File: config.mk
export PLATFORM = sky130hd
export DESIGN_NAME = afsut_core
export DESIGN_NICKNAME = d
export VERILOG_FILES = /design/src/design/afsut_pkg.sv /design/src/design/afsut_core.sv
export SDC_FILE = /design/constraint.sdc
export NUM_CORES = 1
export LEC_CHECK = 0
export ABC_AREA = 1
export ABC_CLOCK_PERIOD_IN_PS = 20100
export BUFFER_PORTS_ARGS = -buffer_cell sky130_fd_sc_hd__buf_2
export CELL_PAD_IN_SITES_DETAIL_PLACEMENT = 0
export CELL_PAD_IN_SITES_GLOBAL_PLACEMENT = 1
export CORE_ASPECT_RATIO = 0.75
export CORE_MARGIN = 2
export CORE_UTILIZATION = 51
export CTS_CLUSTER_DIAMETER = 120
export DETAILED_ROUTE_END_ITERATION = 6
export GPL_ROUTABILITY_DRIVEN = 0
export PLACE_DENSITY = 0.89
export RECOVER_POWER = 100
export SLEW_MARGIN = 20
export SYNTH_ARGS = -nofsm -noshare
export SYNTH_HDL_FRONTEND = slang
export SYNTH_SLANG_ARGS = --single-unit
File: constraint.sdc
create_clock -name mclk -period 20.1 [get_ports mclk]
set_input_delay 2.01 -clock mclk [delete_from_list [all_inputs] [get_ports mclk]]
set_output_delay 2.01 -clock mclk [all_outputs]
set_load 0.005 [all_outputs]
File: src/design/afsut_pkg.sv
package afsut_pkg;
	localparam int ADDR_W = 8;
	localparam int DATA_W = 16;
	// Register offsets
	localparam logic [7:0] OFS_DIV_RESET = 8'h1a;
	localparam logic [7:0] OFS_AUDIO_CTL = 8'h31;
	localparam logic [7:0] OFS_FMT_SEL   = 8'h32;
	localparam logic [7:0] OFS_POLARITY  = 8'h56;
	localparam logic [7:0] OFS_USER_BASE = 8'h57;
	localparam logic [7:0] OFS_COMBINE   = 8'h67;
	localparam logic [7:0] OFS_STATUS    = 8'h68;
	// Field positions
	localparam int BIT_DIV_RESET   = 0;
	localparam int BIT_REALIGN_DIS = 0;
	localparam int BIT_HOST_FMT    = 1;
	localparam int FLD_FMT_LSB     = 0;
	localparam int FLD_RATE_LSB    = 8;
	localparam int BIT_POL_AFP     = 0;
	localparam int BIT_POL_USER    = 1;
	localparam int BIT_ST_AFP      = 8;
	localparam int BIT_ST_PEND     = 9;
	// Reset values
	localparam logic       RST_REALIGN_DIS = 1'b0;
	localparam logic       RST_HOST_FMT    = 1'b0;
	localparam logic [4:0] RST_POLARITY    = 5'h00;
	localparam logic [7:0] RST_COMBINE     = 8'h00;
	// Audio rate codes
	localparam logic [2:0] RATE_48K   = 3'h0;
	localparam logic [2:0] RATE_44K1  = 3'h1;
	localparam logic [2:0] RATE_32K   = 3'h2;
	localparam logic [2:0] RATE_96K   = 3'h3;
	localparam logic [2:0] RATE_88K2  = 3'h4;
	localparam logic [2:0] RATE_24K   = 3'h5;
	localparam logic [2:0] RATE_22K05 = 3'h6;
	// Frame periods
	localparam logic [6:0] N_INTEGER  = 7'h01;
	localparam logic [6:0] N_FRAC_48  = 7'h05;
	localparam logic [6:0] N_FRAC_441 = 7'h64;
	localparam logic [6:0] N_FRAC_32  = 7'h0f;
	// Combine functions
	localparam logic [1:0] CMB_AND = 2'h0;
	localparam logic [1:0] CMB_OR  = 2'h1;
	localparam logic [1:0] CMB_XOR = 2'h2;
endpackage

File: src/design/afsut_core.sv
// The plain strobed port was decided locally.
`timescale 1ns/10ps
module afsut_core
	import afsut_pkg::*;
#(
	parameter int          POS_W         = 12,
	parameter logic [63:0] FRAC_FMT_MASK = 64'h0000_0000_0000_00aa
) (
	input  wire logic              mclk,
	input  wire logic              sys_rst,
	input  wire logic [ADDR_W-1:0] reg_addr,
	input  wire logic [DATA_W-1:0] reg_wdata,
	input  wire logic              reg_wr,
	input  wire logic              reg_rd,
	output logic [DATA_W-1:0]      reg_rdata,
	input  wire logic [5:0]        video_format_select,
	input  wire logic [2:0]        audio_rate_select,
	input  wire logic              hsync_lead,
	input  wire logic              vsync_lead,
	input  wire logic              frame_start,
	input  wire logic              ten_field_ref,
	output logic                   audio_frame_pulse,
	output logic                   aclk_div_restart,
	output logic [3:0]             user_out
);
	generate
		if (POS_W < 2 || POS_W > DATA_W) begin : g_bad
			$error("POS_W out of range");
		end
	endgenerate

	typedef struct packed {
		logic                  realign_dis;
		logic                  host_fmt;
		logic [5:0]            fmt;
		logic [2:0]            rate;
		logic [4:0]            pol;
		logic [7:0]            cmb;
		logic [15:0][POS_W-1:0] ut;
		logic                  pend;
		logic [6:0]            fcnt;
		logic                  afp_act;
		logic                  afp_pin;
		logic                  restart;
		logic [POS_W-1:0]      hcnt;
		logic [POS_W-1:0]      vcnt;
		logic [3:0]            upin;
		logic [DATA_W-1:0]     rdata;
	} afsut_state_t;

	afsut_state_t st_reg;
	afsut_state_t st_next;

	function automatic logic [6:0] afsut_period(input logic frac, input logic [2:0] rate);
		if (!frac) begin
			return N_INTEGER;
		end
		unique case (rate)
			RATE_48K, RATE_96K, RATE_24K:     return N_FRAC_48;
			RATE_44K1, RATE_88K2, RATE_22K05: return N_FRAC_441;
			RATE_32K:                         return N_FRAC_32;
			default:                          return N_INTEGER;
		endcase
	endfunction

	function automatic logic afsut_window(input logic [POS_W-1:0] pos,
		input logic [POS_W-1:0] start, input logic [POS_W-1:0] stop);
		return (pos >= start) && (pos < stop);
	endfunction

	logic [5:0] fmt_sel;
	logic [2:0] rate_sel;
	logic [6:0] n_cur;
	logic       ref_take;
	logic       host_rst;
	logic       pulse_frame;

	assign fmt_sel  = st_reg.host_fmt ? st_reg.fmt : video_format_select;
	assign rate_sel = st_reg.host_fmt ? st_reg.rate : audio_rate_select;
	assign n_cur    = afsut_period(FRAC_FMT_MASK[fmt_sel], rate_sel);
	assign ref_take = ten_field_ref && !st_reg.realign_dis;
	assign host_rst = reg_wr && reg_addr == OFS_DIV_RESET && reg_wdata[BIT_DIV_RESET];
	assign pulse_frame = frame_start && (st_reg.pend || ref_take || st_reg.fcnt == n_cur - 7'h01);

	always_comb begin
		logic [1:0] f;
		logic       hp;
		logic       vp;
		logic       c;
		f = 2'h0;
		hp = 1'b0;
		vp = 1'b0;
		c = 1'b0;
		st_next = st_reg;
		st_next.restart = 1'b0;
		// Register writes
		if (reg_wr) begin
			if (reg_addr == OFS_AUDIO_CTL) begin
				st_next.realign_dis = reg_wdata[BIT_REALIGN_DIS];
				st_next.host_fmt = reg_wdata[BIT_HOST_FMT];
			end
			if (reg_addr == OFS_FMT_SEL) begin
				st_next.fmt = reg_wdata[FLD_FMT_LSB +: 6];
				st_next.rate = reg_wdata[FLD_RATE_LSB +: 3];
			end
			if (reg_addr == OFS_POLARITY) begin
				st_next.pol = reg_wdata[4:0];
			end
			if (reg_addr == OFS_COMBINE) begin
				st_next.cmb = reg_wdata[7:0];
			end
			for (int i = 0; i < 16; i++) begin
				if (reg_addr == OFS_USER_BASE + 8'(i)) begin
					st_next.ut[i] = reg_wdata[POS_W-1:0];
				end
			end
		end
		// Frame divider
		if (pulse_frame) begin
			st_next.fcnt = 7'h00;
			st_next.afp_act = 1'b1;
			st_next.restart = 1'b1;
		end else if (frame_start) begin
			st_next.fcnt = (st_reg.fcnt >= n_cur - 7'h01) ? 7'h00 : st_reg.fcnt + 7'h01;
			st_next.afp_act = 1'b0;
		end else if (hsync_lead) begin
			st_next.afp_act = 1'b0;
		end
		// Pending realignment: a new host reset wins over consumption
		if (frame_start) begin
			st_next.pend = 1'b0;
		end
		if ((ref_take || host_rst) && !frame_start) begin
			st_next.pend = 1'b1;
		end
		if (host_rst && frame_start) begin
			st_next.pend = 1'b1;
		end
		st_next.afp_pin = st_next.afp_act ^ st_reg.pol[BIT_POL_AFP];
		// Pixel and line counters
		if (hsync_lead) begin
			st_next.hcnt = '0;
		end else if (st_reg.hcnt != '1) begin
			st_next.hcnt = st_reg.hcnt + POS_W'(1);
		end
		if (vsync_lead) begin
			st_next.vcnt = '0;
		end else if (hsync_lead && st_reg.vcnt != '1) begin
			st_next.vcnt = st_reg.vcnt + POS_W'(1);
		end
		// User outputs
		for (int i = 0; i < 4; i++) begin
			hp = afsut_window(st_reg.hcnt, st_reg.ut[4*i], st_reg.ut[4*i+1]);
			vp = afsut_window(st_reg.vcnt, st_reg.ut[4*i+2], st_reg.ut[4*i+3]);
			f = st_reg.cmb[2*i +: 2];
			unique case (f)
				CMB_OR:  c = hp | vp;
				CMB_XOR: c = hp ^ vp;
				default: c = hp & vp;
			endcase
			st_next.upin[i] = c ^ st_reg.pol[BIT_POL_USER + i];
		end
		// Read data
		st_next.rdata = '0;
		if (reg_rd) begin
			unique case (reg_addr)
				OFS_AUDIO_CTL: begin
					st_next.rdata[BIT_REALIGN_DIS] = st_reg.realign_dis;
					st_next.rdata[BIT_HOST_FMT] = st_reg.host_fmt;
				end
				OFS_FMT_SEL: begin
					st_next.rdata[FLD_FMT_LSB +: 6] = st_reg.fmt;
					st_next.rdata[FLD_RATE_LSB +: 3] = st_reg.rate;
				end
				OFS_POLARITY: st_next.rdata[4:0] = st_reg.pol;
				OFS_COMBINE:  st_next.rdata[7:0] = st_reg.cmb;
				OFS_STATUS: begin
					st_next.rdata[6:0] = st_reg.fcnt;
					st_next.rdata[BIT_ST_AFP] = st_reg.afp_act;
					st_next.rdata[BIT_ST_PEND] = st_reg.pend;
				end
				default: begin
					for (int i = 0; i < 16; i++) begin
						if (reg_addr == OFS_USER_BASE + 8'(i)) begin
							st_next.rdata[POS_W-1:0] = st_reg.ut[i];
						end
					end
				end
			endcase
		end
	end

	always_ff @(posedge mclk or posedge sys_rst) begin
		if (sys_rst) begin
			st_reg <= '0;
			st_reg.realign_dis <= RST_REALIGN_DIS;
			st_reg.host_fmt <= RST_HOST_FMT;
			st_reg.pol <= RST_POLARITY;
			st_reg.cmb <= RST_COMBINE;
		end else begin
			st_reg <= st_next;
		end
	end

	assign reg_rdata = st_reg.rdata;
	assign audio_frame_pulse = st_reg.afp_pin;
	assign aclk_div_restart = st_reg.restart;
	assign user_out = st_reg.upin;
endmodule

-- Yosys cells after proc, flatten, opt, wreduce, memory -nomap -nowiden
Memories as Yosys holds them, arrays and structs flattened.
Cells that the tools add are included.
- reductions and logical operators: 53
- magnitude comparators: 18
- add/sub/neg operators: 4
- multiplexer cells: 47
- equality and inequality tests: 39
- bitwise gates (word level): 17
- operator list (kind ; number):
    $mux W12 ; 21
    $eq A8 B7 Y1 const B ; 19
    $ge A12 B12 Y1 ; 8
    $lt A12 B12 Y1 ; 8
    $reduce_and A2 Y1 ; 20
    $add A12 B1 Y12 const B ; 2
    $ne A12 B12 Y1 const B ; 2
    $mux W7 ; 3
    $pmux W7 S3 ; 1
    $eq A8 B6 Y1 const B ; 2
    $logic_and A1 B1 Y1 ; 15
    $pmux W3 S5 ; 1
    $pmux W1 S2 ; 6
    $reduce_or A3 Y1 ; 4
    $pmux W2 S5 ; 1
    $eq A3 B3 Y1 const B ; 3
    $xor A1 B1 Y1 ; 9
    $eq A2 B1 Y1 const B ; 4
    $eq A2 B2 Y1 const B ; 4
    $eq A8 B5 Y1 const B ; 1
    $mux W1 ; 8
    $mux W8 ; 1
    $reduce_or A4 Y1 ; 2
    $add A7 B1 Y7 const B ; 1
    other kinds (20) ; 32
- word-level logic and storage cells: 210
- memories kept: 1
- bits in read-only memories: 64
- input bits: 41
- bits in registers: 267
- memories (name ; depth ; width ; read ports ; clocked after memory_dff ; wr ports ; line ; source):
    (no name shown) ; 64 ; 1 ; 1 ; 0 ; 0 ; afsut_core.sv:80 ; assign n_cur = afsut_period(FRAC_FMT_MASK[fmt_sel], rate_sel);

-- Longest topological paths before layout
Gate-level depths: netlist of run 1.
- word-level depth: 19
- depth in mapped cells: 20
- gate-level depth less buffers: 20

-- Worst setup path after synthesis of run 1
Ideal clock, no wire load.
- path type: in2reg
- start point: input audio_rate_select[0]
- end point: register st_reg[50] (netlist name)
- setup slack: 15.954 ns
- setup time: 0.083 ns
- stages on the path: 17
- arrival: 4.063 ns
- data required time: 20.017 ns
- path buffers: 0
- path through: o21ai_0 inv_1 nor3_1 nand2_1 ha_1 xor2_1 ha_1 nand2_1 nor2_1 a211oi_1 o21ai_0 a21o_1 nand2_1 nand3_1 inv_1 nand3b_1 o22ai_1
- cells in the longest elaborated chain, start to end: 10
- RTL lines (element ; line ; source):
    from (decl) ; afsut_core.sv:17 ; input wire logic [2:0] audio_rate_select,
    $mux W3 * ; afsut_core.sv:79 ; assign rate_sel = st_reg.host_fmt ? st_reg.rate : audio_rate_select;
    $eq A3 B1 Y1, or another cell as far along ; afsut_core.sv:58 ; unique case (rate)
    $reduce_or A3 Y1 ; afsut_core.sv:58 ;
    $pmux W7 S3 * ; afsut_core.sv:58 ;
    $mux W7 * ; afsut_core.sv:58 ;
    $sub A7 B1 Y7 * ; afsut_core.sv:83, afsut_core.sv:124 ;
    $ge A7 B7 Y1 / $eq A7 B7 Y1 (equally long branches) ; afsut_core.sv:124, afsut_core.sv:83 ;
    $mux W7 / $logic_or A1 B1 Y1 (equally long branches) ; afsut_core.sv:124, afsut_core.sv:83 ;
    $mux W7 / $logic_and A1 B1 Y1 (equally long branches) ; afsut_core.sv:123, afsut_core.sv:83 ;
    $mux W8 / $reduce_bool A2 Y1 (equally long branches) ; - ;
    to (signal assigned) ; afsut_core.sv:201 ; st_reg <= st_next;
    to (decl) ; afsut_core.sv:51 ; afsut_state_t st_reg;
Every way passes the cells marked *; elsewhere a longest branch is shown, timed or not. The select of a mux whose other input is x is not followed.
A chain may end at the register's enable or synchronous reset.

==> reports/results.ini, run 1 <==
[worst_setup_path]
end_kind = asynchronous set/reset pin
crit_type = input port to asynchronous set/reset pin
cpPeakStageDelay_ns = 2.67
crit_slowest_cell = clkinvlp_2
cp_data_arrival_time_ns = 5.64
critPathLaunchType = input port
path_cells = buf_2 -> clkinvlp_2 -> buf_12
path_buf_inv = 3
path_max_fanout = 165
worstPathRequired_ns = 20.67
crit_family = buffers and inverters
path_depth = 3
rr_worst_depth = 15

[timing]
setup-tns-final_ns = 0
fin_ws_ns = 15.03
maxSlewHeadroom_pct = -224
hold_violations = 0
worstMarginPinSlew_ns = 4.83
max_clock_freq_mhz = 197
min_period_ns = 5.07
rsz0062_at_grt = false
finalSetupViolCount = 0
clock_skew_ns = 0.0104
slew_viol_final = 112
period_share_pct = 25.2

[logic_synthesis]
ys_seq_area_share_pct = 39.0
yosysMostFrequentCell = nand2_1
syn_area_sq_um = 17200
ys_top_cells_by_area = dfrtp_1 39%, ha_1 15%, nand2_1 11%
synth.largest_area_cell = dfrtp_1
synthFlopType = dfrtp_1
synth-async-reset-ratio_pct = 100
yosysTopAreaCellShare_pct = 39.0
synth_common_cells = 522 x nand2_1, 335 x inv_1, 278 x o21ai_0
ys_ff_latch = 267
synth-edff-count = 0
yosys_warnings = 0
postSynthAreaPerCell_sq_um = 7.88
synthCells = 2176
yosysUniqueCellTypes = 47

[drt]
dr.pass1.iters = 6
ant_nets = 0
vias = 15000
routedWlPerCell_um = 20.0
drt_iter0_drc = 1646
drt-total-wl_um = 53200
drc = 0
via_per_inst = 5.64

[finish]
final_util_pct = 55.2
syn2layout_area_growth_pct = 7.26
fin_area_sq_um = 18400
largest_reg_flops = 249
antenna_cells = 0
fill_cells = 3137
drive_gt1_share_pct = 4.67
layout.nets = 2435
multiInputGateArea_sq_um = 8620
seq_area_sq_um = 6680

[grt]
grt_pass1_vias = 14200
antenna_found_initial = 0
grt_start_max_net_pins = 166
overflow = 0
grtUsageTotal_pct = 30.7
grt_pass1_wl_um = 82000

[power]
swShare_pct = 27.8
peakVddDrop_v = 0.0000722
p_seq_share_pct = 45.5
p_leak_nw = 8.85
cell_internal_pwr_w = 0.000926
p_sw_w = 0.000356
power_density_nw_per_um2 = 69.7
comb_power_share_pct = 12.2
pwr-share-clk_pct = 42.3

[clock_network]
clk-insertion-delay-late_ns = 0.58
cts_tree = built
clk_pin_slew_ns = 0.06
cts-buffers-inserted = 29
clkSinkCount = 267
h-tree-depth = 1
postCtsHoldBufs = 0
cts_resized = 0
clk_path_buf_depth = 3
cts-root-buf = clkbuf_16
postCtsSetupRepairBufs = 0

[die]
die_h_um = 163
rows = 58
chipWidth_um = 216
dieArea_sq_um = 35100
core_sq_um = 33300
start_util_pct = 51.5
pin_count = 63

[job]
cap_violations = 2

[status]
violations = capacitance limit, slew limit
status = finished with violations

[place]
placed_cell_area_sq_um = 17600
port_buffers = 52
dpl_worst_slack_ns = 15.33
place.detailed.hpwl_um = 38100

[min_path]
hold_path_depth = 2
hold_class = register to register

[power by group through the flow]
stage               clock, W  sequential (W)  combinational, W
floorplan                  0        0.000585          0.000109
CTS                 0.000548        0.000582          0.000157
global placement           0        0.000591          0.000150
finish              0.000542        0.000583          0.000156
detailed placement         0        0.000592          0.000156
global route        0.000569        0.000586          0.000178
[path summary, 6_finish.rpt]
check,start,endpoint,slack (ns)
hold reg to reg,st_reg[261],st_reg[261],0.49
setup / recovery,sys_rst,st_reg[87],15.03
max in group mclk,reg_addr[7],st_reg[204],15.21
min in group asynchronous,sys_rst,st_reg[37],2.92
hold / removal,st_reg[261],st_reg[261],0.49
setup reg to reg,st_reg[33],user_out[2],16.47
[cell families (layout without fill, tap and decap cells)]
kind of cell,count (synthesis),in the layout,share of synthesized area (%)
compound gates,490,490,15.8
xor+xnor,9,9,0.460
fa+ha+maj,211,211,15.4
buf+inv,429,454,10.1
flops,267,267,39.0
mux,5,5,0.292
other cells,1,4,0.0219
simple gates,764,764,19.0
[per-stage QoR]
stage / hold slack [ns] / std cells / power [W]
2_1_floorplan: 0.453 / 2179 / 0.000694
3_3_place_gp: 0.465 / 2602 / 0.000741
3_5_place_dp: 0.473 / 2602 / 0.000748
4_1_cts: 0.488 / 2654 / 0.00129
5_1_grt: 0.510 / 2654 / 0.00133
6_report: 0.488 / 2654 / 0.00128
[cell type report]
cell class                 instances  area share, %
multi-input combinational       1483           46.9
tap                              450           3.06
clock inverter                    11          0.503
inverter                         346           7.08
sequential                       267           36.3
clock buffer                      41           4.68
timing repair buffer              56           1.48
[layout by cell type (no fill, tap or decap), types with 5 or more instances in the layout]
cell type,netlist,layout
clkbuf_1,51,22
xor2_1,6,6
o21bai_1,6,6
nand2_1,522,526
o21ai_0,278,279
inv_1,335,339
a21boi_0,8,8
nor3_1,22,31
a21o_1,17,17
ha_1,211,211
o31ai_1,8,8
nand4_1,40,40
buf_2,5,36
clkbuf_16,0,29
o211ai_1,14,14
dfrtp_1,267,267
mux2i_1,5,5
a21oi_1,106,106
a211oi_1,11,11
clkinv_2,0,6
nor2_1,95,104
o22ai_1,8,8
a221oi_1,8,8
clkbuf_8,0,9
a31oi_1,12,12
nand3_1,47,49
[routing by layer]
| layer | part of all wire [%] | track usage [%] |
|---|---|---|
| met5 | 0 | 0 |
| met4 | 2.4 | 8.31 |
| met3 | 8.7 | 4.76 |
| met2 | 43 | 46.6 |
| met1 | 46 | 45.5 |
[worst reg2reg max path, stage by stage (launching register included)]
cell	delay, ns
dfrtp_1	0.75
ha_1	0.34
a21oi_1	0.18
nor2_1	0.05
a211oi_1	0.31
o221ai_1	0.21
nand3_1	0.10
nand2_1	0.05
a31oi_1	0.26
nand2_1	0.23
inv_1	0.11
ha_1	0.23
nand2_1	0.05
o21ai_0	0.07
mux2i_1	0.17
xor2_1	0.38
Note: power is estimated with default switching activity, not from simulation.
==> run 2, diff against run 1 <==
--- a/config.mk
+++ b/config.mk
@@ -6,17 +6,17 @@
 export NUM_CORES = 1
 export LEC_CHECK = 0
 export ABC_AREA = 1
-export ABC_CLOCK_PERIOD_IN_PS = 20100
+export ABC_CLOCK_PERIOD_IN_PS = 5300
 export BUFFER_PORTS_ARGS = -buffer_cell sky130_fd_sc_hd__buf_2
 export CELL_PAD_IN_SITES_DETAIL_PLACEMENT = 0
 export CELL_PAD_IN_SITES_GLOBAL_PLACEMENT = 1
 export CORE_ASPECT_RATIO = 0.75
 export CORE_MARGIN = 2
-export CORE_UTILIZATION = 51
+export CORE_UTILIZATION = 48
 export CTS_CLUSTER_DIAMETER = 120
 export DETAILED_ROUTE_END_ITERATION = 6
 export GPL_ROUTABILITY_DRIVEN = 0
-export PLACE_DENSITY = 0.89
+export PLACE_DENSITY = 0.85
 export RECOVER_POWER = 100
 export SLEW_MARGIN = 20
 export SYNTH_ARGS = -nofsm -noshare
==> constraint.sdc (replaced) <==
create_clock -name mclk -period 5.3 [get_ports mclk]
set_input_delay 0.53 -clock mclk [delete_from_list [all_inputs] [get_ports mclk]]
set_output_delay 0.53 -clock mclk [all_outputs]
set_load 0.005 [all_outputs]
==> reports/results.ini, run 2 (same netlist as run 1, synthesis figures left out) <==
[clock_network]
h-tree-depth = 1
cts-root-buf = clkbuf_16
postCtsSetupRepairBufs = 0
clkSinkCount = 267
clk_pin_slew_ns = 0.06
cts_resized = 0
postCtsHoldBufs = 0
cts-buffers-inserted = 29
clk-insertion-delay-late_ns = 0.58
clk_path_buf_depth = 3
cts_tree = built

[timing]
period_share_pct = 70.5
min_period_ns = 3.74
setup-tns-final_ns = 0
rsz0062_at_grt = false
hold_violations = 0
finalSetupViolCount = 0
max_clock_freq_mhz = 268
slew_viol_final = 223
maxSlewHeadroom_pct = -41.2
clock_skew_ns = 0.0141
worstMarginPinSlew_ns = 2.12

[finish]
final_util_pct = 52.6
multiInputGateArea_sq_um = 8630
seq_area_sq_um = 6680
drive_gt1_share_pct = 4.90
antenna_cells = 0
syn2layout_area_growth_pct = 7.05
fin_area_sq_um = 18400
layout.nets = 2436
final_cell_mix = 526 x nand2_1, 339 x inv_1, 279 x o21ai_0, 267 x dfrtp_1, 211 x ha_1
final_common_cell = nand2_1
largest_reg_flops = 249
fill_cells = 3421

[status]
violations = DRC, capacitance limit, slew limit
status = finished with violations

[grt]
grt_busiest_layer = met2
use_met2_pct = 43.9
gr-usage-met3_pct = 6.12
grt_pass1_vias = 14400
grt_pass1_wl_um = 82600
antenna_found_initial = 0
grt_start_max_net_pins = 147
grtUsageTotal_pct = 29.1
gr-usage-met1_pct = 41.9
overflow = 0

[place]
port_buffers = 52
place.detailed.hpwl_um = 38600
placed_cell_area_sq_um = 17600

[die]
die_h_um = 168
dieArea_sq_um = 37300
pin_count = 63
start_util_pct = 49.1
chipWidth_um = 222
rows = 59
core_sq_um = 34900

[worst_setup_path]
path_max_fanout = 24
critPathLaunchType = input port
crit_type = input port to register
end_kind = register
worstPathRequired_ns = 5.71
cp_data_arrival_time_ns = 4.14

[power]
p_seq_share_pct = 46.3
p_leak_nw = 8.85
peakVddDrop_v = 0.000235
cell_internal_pwr_w = 0.00343
comb_power_share_pct = 12.4
power_density_nw_per_um2 = 260
p_sw_w = 0.00134
pwr-share-clk_pct = 41.3
swShare_pct = 28.1

[job]
cap_violations = 3

[drt]
routedWlPerCell_um = 20.1
drc = 6
dr.pass1.iters = 7
drt_iter0_drc = 1636
ant_nets = 0
via_per_inst = 5.57
vias = 14800
drt-total-wl_um = 53600

[min_path]
hold_class = input port to register

## run 2: layout make-up
type,instances,area share [%]
Multi-Input combinational cell,1483,47.0
Sequential cell,267,36.4
Inverter,346,7.09
Clock buffer,43,4.62
Tap cell,457,3.11
Timing Repair Buffer,57,1.49
Clock inverter,9,0.266
## run 2: per-layer routing
| metal | part of all wire, % | routed length, um | vias up |
|---|---|---|---|
| li1 | - | - | 7138 |
| met1 | 45 | 24000 | 7051 |
| met2 | 43 | 22900 | 528 |
| met3 | 9.2 | 4950 | 99 |
| met4 | 3.3 | 1750 | 0 |
| met5 | 0 | 0 | - |
## run 2: final timing paths
kind | start | endpoint | slack (ns) | depth (start not counted)
setup / recovery | reg_addr[5] | st_reg[202] | 1.56 | 8
min in group asynchronous | sys_rst | st_reg[41] | 0.37 | 2
hold / removal | vsync_lead | st_reg[29] | 0.18 | 2
hold reg to reg | st_reg[203] | st_reg[203] | 0.48 | 2
setup reg to reg | st_reg[32] | user_out[3] | 2.00 | 17
max in group asynchronous | sys_rst | st_reg[89] | 2.03 | 3
## run 2: critical path, stage by stage
cell      delay (ns)
clkbuf_1        0.12
inv_1           0.08
nor3_1          0.79
inv_1           0.45
nor3_1          1.02
nand2_1         0.82
nand2_1         0.22
o21ai_0         0.10
## run 2: power groups by stage
| stage | registers [W] | clock network [W] | logic [W] |
|---|---|---|---|
| finish | 0.00221 | 0.00197 | 0.000591 |
| global route | 0.00222 | 0.00208 | 0.000679 |
| CTS | 0.00221 | 0.00200 | 0.000599 |
| detailed placement | 0.00225 | 0 | 0.000593 |
| global placement | 0.00224 | 0 | 0.000574 |
| floorplan | 0.00222 | 0 | 0.000414 |
## run 2: stage by stage
step / std cells / hold slack [ns] / setup WS, ns / total power, W
after detailed placement: 2610 / 0.473 / 1.96 / 0.00284
after CTS: 2662 / 0.144 / 1.98 / 0.00481
after global placement: 2610 / 0.465 / 1.99 / 0.00282
after floorplan: 2179 / 0.453 / 1.24 / 0.00263
final: 2662 / 0.175 / 1.56 / 0.00478
after global routing: 2662 / 0.173 / 1.42 / 0.00498
